## config.mk

```make
export PLATFORM = sky130hd
export DESIGN_NAME = usb_rx_dma_irq_testmode
export DESIGN_NICKNAME = d
export VERILOG_FILES = /design/src/hw/usb_rx_dma_irq_testmode.v
export VERILOG_INCLUDE_DIRS = /design/src /design/src/pkg
export SDC_FILE = /design/constraint.sdc
export NUM_CORES = 1
export LEC_CHECK = 0
export CORE_MARGIN = 4
export CORE_UTILIZATION = 30
export CTS_BUF_LIST = sky130_fd_sc_hd__clkbuf_4 sky130_fd_sc_hd__clkbuf_8 sky130_fd_sc_hd__clkbuf_16
export CTS_CLUSTER_SIZE = 25
export DETAILED_ROUTE_END_ITERATION = 16
export DONT_BUFFER_PORTS = 1
export GPL_TIMING_DRIVEN = 0
export SLEW_MARGIN = 40
export SYNTH_ARGS = -nofsm -noshare
export SYNTH_HDL_FRONTEND = slang
export SYNTH_SLANG_ARGS = --single-unit
```

## constraint.sdc

```tcl
create_clock -name sys_clk -period 4.5 [get_ports sys_clk]
set_input_delay 0.225 -clock sys_clk [delete_from_list [all_inputs] [get_ports sys_clk]]
set_output_delay 0.225 -clock sys_clk [all_outputs]
set_load 0.1 [all_outputs]
```

## src/pkg/usb_rx_dma_irq_regs.vh

```
`ifndef USB_RX_DMA_IRQ_REGS_VH
`define USB_RX_DMA_IRQ_REGS_VH
// Register indices; byte address is four times the index
`define IDX_GLOBAL_CTRL 12'h004
`define IDX_PER_CH_AGG 12'h010
`define IDX_AUTO_IN 12'h014
`define IDX_SRC_STATUS 12'h020
`define IDX_SRC_FORCE 12'h024
`define IDX_SRC_CLEAR 12'h028
`define IDX_MASK_READ 12'h02c
`define IDX_MASK_SET 12'h030
`define IDX_MASK_CLEAR 12'h034
`define IDX_MASKED 12'h038
`define IDX_END_ACK 12'h03c
`define IDX_TX_END_ACK 12'h088
`define IDX_TX_MASKED 12'h090
`define IDX_TX_RAW 12'h094
`define IDX_TX_MASK_SET 12'h098
`define IDX_TX_MASK_CLEAR 12'h09c
`define IDX_RX_PORT_CTRL 12'h0c0
`define IDX_RX_MASKED 12'h0d0
`define IDX_RX_RAW 12'h0d4
`define IDX_RX_MASK_SET 12'h0d8
`define IDX_RX_MASK_CLEAR 12'h0dc
`define IDX_RX_END_ACK 12'h0e0
`define IDX_RX_BUF_CNT 12'h100
`define IDX_RX_HEAD 12'h108
`define IDX_RX_COMP 12'h110
`define IDX_RX_MAX_PKT 12'h118
`define IDX_TEST_MODE 12'h40f
// Field positions
`define BIT_GLOBAL_AGG 4
`define BIT_RX_PORT_EN 0
`define POS_TX_EP 0
`define POS_RX_EP 9
`define POS_CORE 16
`define BIT_TEST_NAK 0
`define BIT_TEST_J 1
`define BIT_TEST_K 2
// Values and reset values
`define AUTO_IN_EACH 2'h1
`define AUTO_IN_ALWAYS 2'h3
`define MIN_BUF_CNT 8'h03
`define RST_MAX_PKT 11'h040
`define RST_ZERO32 32'h00000000
`endif

```

## src/hw/usb_rx_dma_irq_testmode.v

```verilog
// How it works
// - Transparent mode: every USB packet closes a DMA packet and flags the channel.
// - Start needs buffer count of at least 3; each consumed buffer decrements it.
// - Aggregated mode merges full-size packets; flag only when DMA packet finishes.
// - Aggregated packet ends on short packet; exact multiple ends on zero-length packet.
// - Aggregation on for all channels by global bit, or per channel bit.
// - Host mode: on start issue IN token, take packets, flag channel on DMA packet end.
// - Host aggregated, field 01: token after each packet, none after DMA packet end.
// - Field 11: tokens continue past DMA packet ends.
// - Endpoint, core and DMA channel sources combine into one interrupt.
// - Core bits: 8 supply, 7 vbus low, 6 session, 5 disc, 4 conn, 3..0.
// - Source shows unmasked status; clear writes clear, force writes set.
// - Mask set and clear by one-writes; mask and masked status readable.
// - Interrupt output holds until software writes the end-of-interrupt register.
// - Tx and Rx DMA have raw, mask set/clear, masked and end-ack registers.
// - Test mode 0x01 answers every valid IN token with NAK.
// - Test mode 0x02 drives continuous J.
// - Test mode 0x04 drives continuous K.
// - Rx channel flag holds until completion pointer write matches hardware value.
//
// Strobed register access was decided locally.
`timescale 1ns/1ps
`include "usb_rx_dma_irq_regs.vh"
module usb_rx_dma_irq_testmode #(
  parameter CHANNELS = 4,
  parameter LEN_W = 11
) (
  input wire sys_clk,
  input wire arst_n,
  input wire [11:0] reg_addr,
  input wire [31:0] reg_wdata,
  input wire reg_write,
  input wire reg_read,
  output reg [31:0] reg_rdata,
  input wire host_mode,
  input wire [3:0] endpoint_dma_enable,
  input wire rx_pkt_valid,
  input wire [1:0] rx_pkt_chan,
  input wire [LEN_W-1:0] rx_pkt_len,
  input wire [31:0] rx_eop_desc,
  output wire [3:0] rx_chan_ready,
  output reg [3:0] in_token_req,
  output reg [3:0] rx_dma_done,
  input wire [4:0] tx_ep_event,
  input wire [4:1] rx_ep_event,
  input wire [8:0] core_event,
  input wire [3:0] tx_dma_event,
  output wire irq,
  output wire nak_all_in_test,
  output wire drive_j,
  output wire drive_k
);

  reg [31:0] global_control_reg;
  reg [3:0] per_channel_aggregate_reg;
  reg [7:0] auto_in_token_reg;
  reg [31:0] rx_port_control_reg;
  reg [31:0] src_reg;
  reg [31:0] mask_reg;
  reg [3:0] tx_raw_reg;
  reg [3:0] tx_mask_reg;
  reg [3:0] rx_mask_reg;
  reg [7:0] usb_test_mode_select_reg;
  reg core_irq_reg;
  reg tx_irq_reg;
  reg rx_irq_reg;
  reg core_rearm_reg;
  reg tx_rearm_reg;
  reg rx_rearm_reg;
  reg [31:0] rd_next;

  wire [3:0] rx_raw;
  wire [4*8-1:0] cnt_flat;
  wire [4*32-1:0] head_flat;
  wire [4*32-1:0] comp_flat;
  wire [4*LEN_W-1:0] maxpkt_flat;
  wire [3:0] token_next;
  wire [3:0] done_next;

  // Decoded write strobes
  wire wr_ctrl = reg_write && (reg_addr == `IDX_GLOBAL_CTRL);
  wire wr_agg = reg_write && (reg_addr == `IDX_PER_CH_AGG);
  wire wr_auto = reg_write && (reg_addr == `IDX_AUTO_IN);
  wire wr_port = reg_write && (reg_addr == `IDX_RX_PORT_CTRL);
  wire wr_force = reg_write && (reg_addr == `IDX_SRC_FORCE);
  wire wr_clear = reg_write && (reg_addr == `IDX_SRC_CLEAR);
  wire wr_mset = reg_write && (reg_addr == `IDX_MASK_SET);
  wire wr_mclr = reg_write && (reg_addr == `IDX_MASK_CLEAR);
  wire wr_eoi = reg_write && (reg_addr == `IDX_END_ACK);
  wire wr_tx_mset = reg_write && (reg_addr == `IDX_TX_MASK_SET);
  wire wr_tx_mclr = reg_write && (reg_addr == `IDX_TX_MASK_CLEAR);
  wire wr_tx_eoi = reg_write && (reg_addr == `IDX_TX_END_ACK);
  wire wr_rx_mset = reg_write && (reg_addr == `IDX_RX_MASK_SET);
  wire wr_rx_mclr = reg_write && (reg_addr == `IDX_RX_MASK_CLEAR);
  wire wr_rx_eoi = reg_write && (reg_addr == `IDX_RX_END_ACK);
  wire wr_test = reg_write && (reg_addr == `IDX_TEST_MODE);

  // Hardware source events in register layout
  wire [31:0] src_event = {7'h00, core_event, 3'h0, rx_ep_event, 4'h0, tx_ep_event};
  wire [31:0] masked = src_reg & mask_reg;
  wire [3:0] tx_masked = tx_raw_reg & tx_mask_reg;
  wire [3:0] rx_masked = rx_raw & rx_mask_reg;
  wire port_en = rx_port_control_reg[`BIT_RX_PORT_EN];
  wire global_agg = global_control_reg[`BIT_GLOBAL_AGG];

  // Per-channel receive DMA engine
  genvar gi;
  generate
    for (gi = 0; gi < CHANNELS; gi = gi + 1) begin : ch_g
      reg [7:0] cnt_reg;
      reg [31:0] head_reg;
      reg [31:0] comp_reg;
      reg [LEN_W-1:0] maxpkt_reg;
      reg active_reg;
      reg raw_reg;
      // Channel number as a ranged constant, so its low bits can be selected
      localparam [31:0] ch_num = gi;
      wire [1:0] auto_f = auto_in_token_reg[2*gi+1:2*gi];
      wire agg = global_agg | per_channel_aggregate_reg[gi];
      wire ready = active_reg && (cnt_reg != 8'h00);
      wire hit = rx_pkt_valid && (rx_pkt_chan == ch_num[1:0]) && ready;
      wire short_pkt = rx_pkt_len < maxpkt_reg;
      wire pkt_end = hit && (!agg || short_pkt);
      wire wr_cnt = reg_write && (reg_addr == (`IDX_RX_BUF_CNT + ch_num[11:0]));
      wire wr_head = reg_write && (reg_addr == (`IDX_RX_HEAD + ch_num[11:0]));
      wire wr_comp = reg_write && (reg_addr == (`IDX_RX_COMP + ch_num[11:0]));
      wire wr_max = reg_write && (reg_addr == (`IDX_RX_MAX_PKT + ch_num[11:0]));
      // Start only with enables set and enough buffers queued
      wire start = wr_head && (reg_wdata != `RST_ZERO32) && port_en &&
                   endpoint_dma_enable[gi] && (cnt_reg >= `MIN_BUF_CNT);
      // Auto tokens are a host-side feature of aggregated mode only
      wire auto_tok = hit && agg && (((auto_f == `AUTO_IN_EACH) && !pkt_end) ||
                      (auto_f == `AUTO_IN_ALWAYS));
      assign token_next[gi] = host_mode && (start || auto_tok);
      assign done_next[gi] = pkt_end;
      assign rx_chan_ready[gi] = ready;
      assign rx_raw[gi] = raw_reg;
      assign cnt_flat[8*gi+7:8*gi] = cnt_reg;
      assign head_flat[32*gi+31:32*gi] = head_reg;
      assign comp_flat[32*gi+31:32*gi] = comp_reg;
      assign maxpkt_flat[LEN_W*gi+LEN_W-1:LEN_W*gi] = maxpkt_reg;

      // Software load of the count wins over a same-cycle decrement
      always @(posedge sys_clk or negedge arst_n) begin
        if (!arst_n) begin
          cnt_reg <= 8'h00;
        end else if (wr_cnt) begin
          cnt_reg <= reg_wdata[7:0];
        end else if (hit) begin
          cnt_reg <= cnt_reg - 8'h01;
        end
      end

      // Head write starts; writing zero stops the channel
      always @(posedge sys_clk or negedge arst_n) begin
        if (!arst_n) begin
          head_reg <= `RST_ZERO32;
          active_reg <= 1'b0;
          maxpkt_reg <= `RST_MAX_PKT;
        end else begin
          if (wr_head) begin
            head_reg <= reg_wdata;
            active_reg <= start;
          end
          if (wr_max) begin
            maxpkt_reg <= reg_wdata[LEN_W-1:0];
          end
        end
      end

      // Completion flag: a new completion beats a matching acknowledge
      always @(posedge sys_clk or negedge arst_n) begin
        if (!arst_n) begin
          comp_reg <= `RST_ZERO32;
          raw_reg <= 1'b0;
        end else if (pkt_end) begin
          comp_reg <= rx_eop_desc;
          raw_reg <= 1'b1;
        end else if (wr_comp && (reg_wdata == comp_reg)) begin
          raw_reg <= 1'b0;
        end
      end
    end
  endgenerate

  // Control registers written by software
  always @(posedge sys_clk or negedge arst_n) begin
    if (!arst_n) begin
      global_control_reg <= `RST_ZERO32;
      per_channel_aggregate_reg <= 4'h0;
      auto_in_token_reg <= 8'h00;
      rx_port_control_reg <= `RST_ZERO32;
      usb_test_mode_select_reg <= 8'h00;
    end else begin
      if (wr_ctrl) begin
        global_control_reg <= reg_wdata;
      end
      if (wr_agg) begin
        per_channel_aggregate_reg <= reg_wdata[3:0];
      end
      if (wr_auto) begin
        auto_in_token_reg <= reg_wdata[7:0];
      end
      if (wr_port) begin
        rx_port_control_reg <= reg_wdata;
      end
      if (wr_test) begin
        usb_test_mode_select_reg <= reg_wdata[7:0];
      end
    end
  end

  // Sticky sources; hardware and force set win over clear
  always @(posedge sys_clk or negedge arst_n) begin
    if (!arst_n) begin
      src_reg <= `RST_ZERO32;
      tx_raw_reg <= 4'h0;
    end else begin
      src_reg <= (src_reg & ~(wr_clear ? reg_wdata : `RST_ZERO32)) | src_event |
                 (wr_force ? reg_wdata : `RST_ZERO32);
      tx_raw_reg <= tx_raw_reg | tx_dma_event;
    end
  end

  // Enable masks: one-writes set or clear individual bits
  always @(posedge sys_clk or negedge arst_n) begin
    if (!arst_n) begin
      mask_reg <= `RST_ZERO32;
      tx_mask_reg <= 4'h0;
      rx_mask_reg <= 4'h0;
    end else begin
      if (wr_mset) begin
        mask_reg <= mask_reg | reg_wdata;
      end else if (wr_mclr) begin
        mask_reg <= mask_reg & ~reg_wdata;
      end
      if (wr_tx_mset) begin
        tx_mask_reg <= tx_mask_reg | reg_wdata[3:0];
      end else if (wr_tx_mclr) begin
        tx_mask_reg <= tx_mask_reg & ~reg_wdata[3:0];
      end
      if (wr_rx_mset) begin
        rx_mask_reg <= rx_mask_reg | reg_wdata[3:0];
      end else if (wr_rx_mclr) begin
        rx_mask_reg <= rx_mask_reg & ~reg_wdata[3:0];
      end
    end
  end

  // Interrupt latches: held until end-ack, re-armed the cycle after if still pending
  always @(posedge sys_clk or negedge arst_n) begin
    if (!arst_n) begin
      core_irq_reg <= 1'b0;
      tx_irq_reg <= 1'b0;
      rx_irq_reg <= 1'b0;
      core_rearm_reg <= 1'b0;
      tx_rearm_reg <= 1'b0;
      rx_rearm_reg <= 1'b0;
    end else begin
      core_rearm_reg <= wr_eoi;
      tx_rearm_reg <= wr_tx_eoi;
      rx_rearm_reg <= wr_rx_eoi;
      core_irq_reg <= (|(src_event & mask_reg)) || (core_irq_reg && !wr_eoi) ||
                      (core_rearm_reg && (|masked));
      tx_irq_reg <= (|(tx_dma_event & tx_mask_reg)) || (tx_irq_reg && !wr_tx_eoi) ||
                    (tx_rearm_reg && (|tx_masked));
      rx_irq_reg <= (|(done_next & rx_mask_reg)) || (rx_irq_reg && !wr_rx_eoi) ||
                    (rx_rearm_reg && (|rx_masked));
    end
  end

  assign irq = core_irq_reg | tx_irq_reg | rx_irq_reg;

  // Registered link-side pulses
  always @(posedge sys_clk or negedge arst_n) begin
    if (!arst_n) begin
      in_token_req <= 4'h0;
      rx_dma_done <= 4'h0;
    end else begin
      in_token_req <= token_next;
      rx_dma_done <= done_next;
    end
  end

  // Test mode line controls; J and K are exclusive, J takes priority
  assign nak_all_in_test = usb_test_mode_select_reg[`BIT_TEST_NAK];
  assign drive_j = usb_test_mode_select_reg[`BIT_TEST_J];
  assign drive_k = usb_test_mode_select_reg[`BIT_TEST_K] && !drive_j;

  // Read mux; unmapped indices read zero, but 0x104-0x107, 0x10c-0x10f, 0x114-0x117 and 0x11c-0x11f alias channels 0-3
  always @* begin
    rd_next = `RST_ZERO32;
    case (reg_addr)
      `IDX_GLOBAL_CTRL: rd_next = global_control_reg;
      `IDX_PER_CH_AGG: rd_next = {28'h0000000, per_channel_aggregate_reg};
      `IDX_AUTO_IN: rd_next = {24'h000000, auto_in_token_reg};
      `IDX_SRC_STATUS: rd_next = src_reg;
      `IDX_MASK_READ: rd_next = mask_reg;
      `IDX_MASKED: rd_next = masked;
      `IDX_TX_RAW: rd_next = {28'h0000000, tx_raw_reg};
      `IDX_TX_MASKED: rd_next = {28'h0000000, tx_masked};
      `IDX_RX_PORT_CTRL: rd_next = rx_port_control_reg;
      `IDX_RX_RAW: rd_next = {28'h0000000, rx_raw};
      `IDX_RX_MASKED: rd_next = {28'h0000000, rx_masked};
      `IDX_TEST_MODE: rd_next = {24'h000000, usb_test_mode_select_reg};
      default: begin
        if (reg_addr[11:3] == `IDX_RX_BUF_CNT >> 3) begin
          rd_next = {24'h000000, cnt_flat[8*reg_addr[1:0] +: 8]};
        end else if (reg_addr[11:3] == `IDX_RX_HEAD >> 3) begin
          rd_next = head_flat[32*reg_addr[1:0] +: 32];
        end else if (reg_addr[11:3] == `IDX_RX_COMP >> 3) begin
          rd_next = comp_flat[32*reg_addr[1:0] +: 32];
        end else if (reg_addr[11:3] == `IDX_RX_MAX_PKT >> 3) begin
          rd_next = {{(32-LEN_W){1'b0}}, maxpkt_flat[LEN_W*reg_addr[1:0] +: LEN_W]};
        end
      end
    endcase
  end

  // Read data stand one cycle after the strobe, zero otherwise
  always @(posedge sys_clk or negedge arst_n) begin
    if (!arst_n) begin
      reg_rdata <= `RST_ZERO32;
    end else begin
      reg_rdata <= reg_read ? rd_next : `RST_ZERO32;
    end
  end

endmodule

```

==> metrics <==
status finished clean; drt first-iter violations 2244; CTS Buf Count 58; post-synthesis sequential area ratio about half; # IOs about 170; Max-slew headroom roughly two fifths; most used cell, CP nand2_1; number of library cell types mapped by synthesis 74; fmax 277 MHz; final hold violations 0; hold-critical path depth 4; HP Start rx_pkt_valid; Reg-to-Reg End ch_g[3].comp_reg[18]; chip height between 300 and 400 um; post-synth top area share between 40% and 50%; Max clock buf depth 3; fin crit period 3.61 ns; number of antenna violations at the first check in global routing 30; number of synthesized flops with an enable pin 0; Critical Path Start Type flop; Die X roughly 310 um; total gr overflow 0; hold endpoint ch_g[0].cnt_reg[0]; worst-path fanout max 10; Layout fillers slightly above 9000; H-tree depth 2; share of cells above drive strength 1 between 20% and 30%; Final Slew Violations 0; Worst Setup End Kind flop; DPL Wire Length 78.9 mm; Worst R2R Setup Slack roughly 0.9 ns; Syn. warnings 0; Rows roughly 110; clk sinks 546; worst skew pair latency around 0.67 ns; CTS Root Cell clkbuf_16; RSZ-0062 raised after global routing false; GRT Total Usage roughly a fifth; Worst path slowest cell clkbuf_1; Pre-Repair DR Iteration Count 6; PwrDens between 300 and 400 nW/um^2; final instance area 32800 um^2; Total Wirelength roughly 110 mm; final period utilization roughly four fifths; maximum resistive drop on vdd between 0.0003 and 0.0004 V; Commonest cells post-synth 542 x dfrtp_1, 390 x mux2_2, 237 x nand2_1, 140 x clkbuf_1, 105 x xnor2_1; Worst path max stage delay 0.68 ns; Hold Path Class in -> reg; final net count approximately 2700; core area slightly above 90000 um^2; post-synth net total 2536; vias post-DR about 21000; I/O Buffers 0; setup violators final 0; ys flop type dfrtp_1; leakage power between 10 and 15 nW; Synth Instances about 2400; vias in the first global route about 21000; Area Overhead vs Synth 16.6%; synth top area cells dfrtp_1 48%, mux2_2 16%, mux4_2 6.7%; Worst EP arrival approximately 4.2 ns; count leader, synth dfrtp_1; Avg Synthesized Cell Area ~12 um^2; vias per cell approximately 5.6; Die Area 98600 um^2; cell area after placement 29800 um^2; CTS tree done; antenna-violating nets left 0; R2R cell count 9; Post-Route Skew roughly 0.04 ns; WL/cell roughly 28 um; Synth area leader dfrtp_1; Worst Tran Pin Value 0.901 ns; post-synthesis async set-or-reset flop share 100%; worst r2r src ch_g[3].maxpkt_reg[6]; CP Cell Sequence inv_1, ha_1, nand2_1, nor2_1, a311oi_1, nand2_1, a21oi_2, clkbuf_1, mux2_2; critical path class reg -> reg; starting density of the core a little under a third; clk slew on worst S/H paths approximately 0.07 ns; GP Congestion 0.952; DRC viols 0; Max-Cap Viols 0; largest net degree at the start of global routing between 500 and 600; first-pass GRT wire length between 150 and 200 mm; #FFs+latches synth between 500 and 600; Synth Cell Area between 20000 and 30000 um^2; Setup TNS 0 ns; Required @ worst endpoint roughly 5.0 ns
[worst max-delay path by stage]
stage	slack [ns]	to	from	depth (start not counted)
2_1_floorplan	1.92	ch_g[3].comp_reg[10]	ch_g[3].maxpkt_reg[6]	9
3_3_place_gp	0.20	reg_rdata[13]	reg_addr[11]	7
3_5_place_dp	0.96	ch_g[3].comp_reg[18]	ch_g[3].maxpkt_reg[6]	9
4_1_cts	0.96	ch_g[3].comp_reg[18]	ch_g[3].maxpkt_reg[6]	9
5_1_grt	0.79	ch_g[3].comp_reg[20]	ch_g[3].maxpkt_reg[6]	9
6_report	0.89	ch_g[3].comp_reg[18]	ch_g[3].maxpkt_reg[6]	9
[per-stage QoR]
step                      instances  power, mW  worst slack, ns  hold WS, ns  util (%)
after floorplan                2366       5.34             1.92      -0.0706         -
after global placement         3609       5.53            0.196     -0.00692      32.1
after detailed placement       3615       5.54            0.963     -0.00809      32.3
after CTS                      3792       10.7            0.962       -0.690      35.3
after global routing           3811       11.1            0.786       0.0346      35.5
final                          3820       10.7            0.887       0.0392      35.5
[placed cells by master, fill, tap and decap left out, types with 9 or more instances in the layout]
cell and count:
dlygate4sd3_1 72, a22oi_1 54, nand2_1 237, inv_1 63
xor2_1 51, clkbuf_8 17, a221o_1 19, o22ai_1 9
a221oi_1 19, nor3_1 19, clkbuf_4 16, nor2b_1 14
mux4_2 83, ha_1 49, nor4_1 32, a222oi_1 14
a21oi_1 59, nand3_1 25, diode_2 21, o21a_1 15
dfrtp_1 507, o21ai_0 79, nor2_1 57, clkbuf_1 123
clkbuf_2 18, nand4_1 38, mux2_2 390, clkbuf_16 59
dfrtp_2 35, buf_2 39, and2_1 15, a31oi_1 19
xnor2_1 105, a22o_1 47
[repair_timing]
action	CTS	global route
endpoints found under the hold margin	723	168
hold buffers	71	2
setup endpoints to repair	0	0
buffers inserted	0	0
resized for setup	0	0
[critical path, delay by kind of cell, from the launching register on]
kind	cells	cell delay, ns
simple gates	3	0.31
flops	1	0.53
mux	1	0.41
fa+ha+maj	1	0.28
compound gates	2	1.21
buf+inv	2	0.73
[cell families (layout without fill, tap and decap cells)]
group	after synthesis	after routing	share of synthesized area (%)
flops	546	546	48.7
simple gates	511	511	8.95
mux	473	473	22.3
compound gates	381	381	9.47
buf+inv	250	440	3.56
xor+xnor	156	156	4.87
fa+ha+maj	49	49	2.18
other cells	0	21	0
[routing by layer]
layer / wire length (um) / track usage (%) / up-vias / share of wire (%)
met5: 142 / 0 / - / 0.13
met4: 4260 / 7.62 / 20 / 4.0
met3: 10300 / 5.95 / 235 / 9.7
met2: 47700 / 32.6 / 1064 / 45
met1: 43400 / 28.0 / 11051 / 41
li1: - / - / 8965 / -
[power breakdown]
part | internal, mW | leakage (nW) | total (mW) | switching (mW)
clock | 2.96 | 1.02 | 5.08 | 2.12
sequential | 4.93 | 7.28 | 4.96 | 0.0245
combinational | 0.212 | 6.10 | 0.694 | 0.482
[final cells by class]
cell class / instances / area (um^2) / share of cell area (%)
diodes: 21 / 52.6 / 0.160
plain buffers: 186 / 785 / 2.40
clock buffers: 92 / 1830 / 5.59
clock inverters: 14 / 198 / 0.604
inverters: 64 / 240 / 0.733
multi-input cells: 1570 / 13500 / 41.2
flip-flops and latches: 546 / 13700 / 41.9
well taps: 1243 / 1560 / 4.75
repair buffers: 84 / 900 / 2.75
Note: power is estimated with default switching activity, not from simulation.
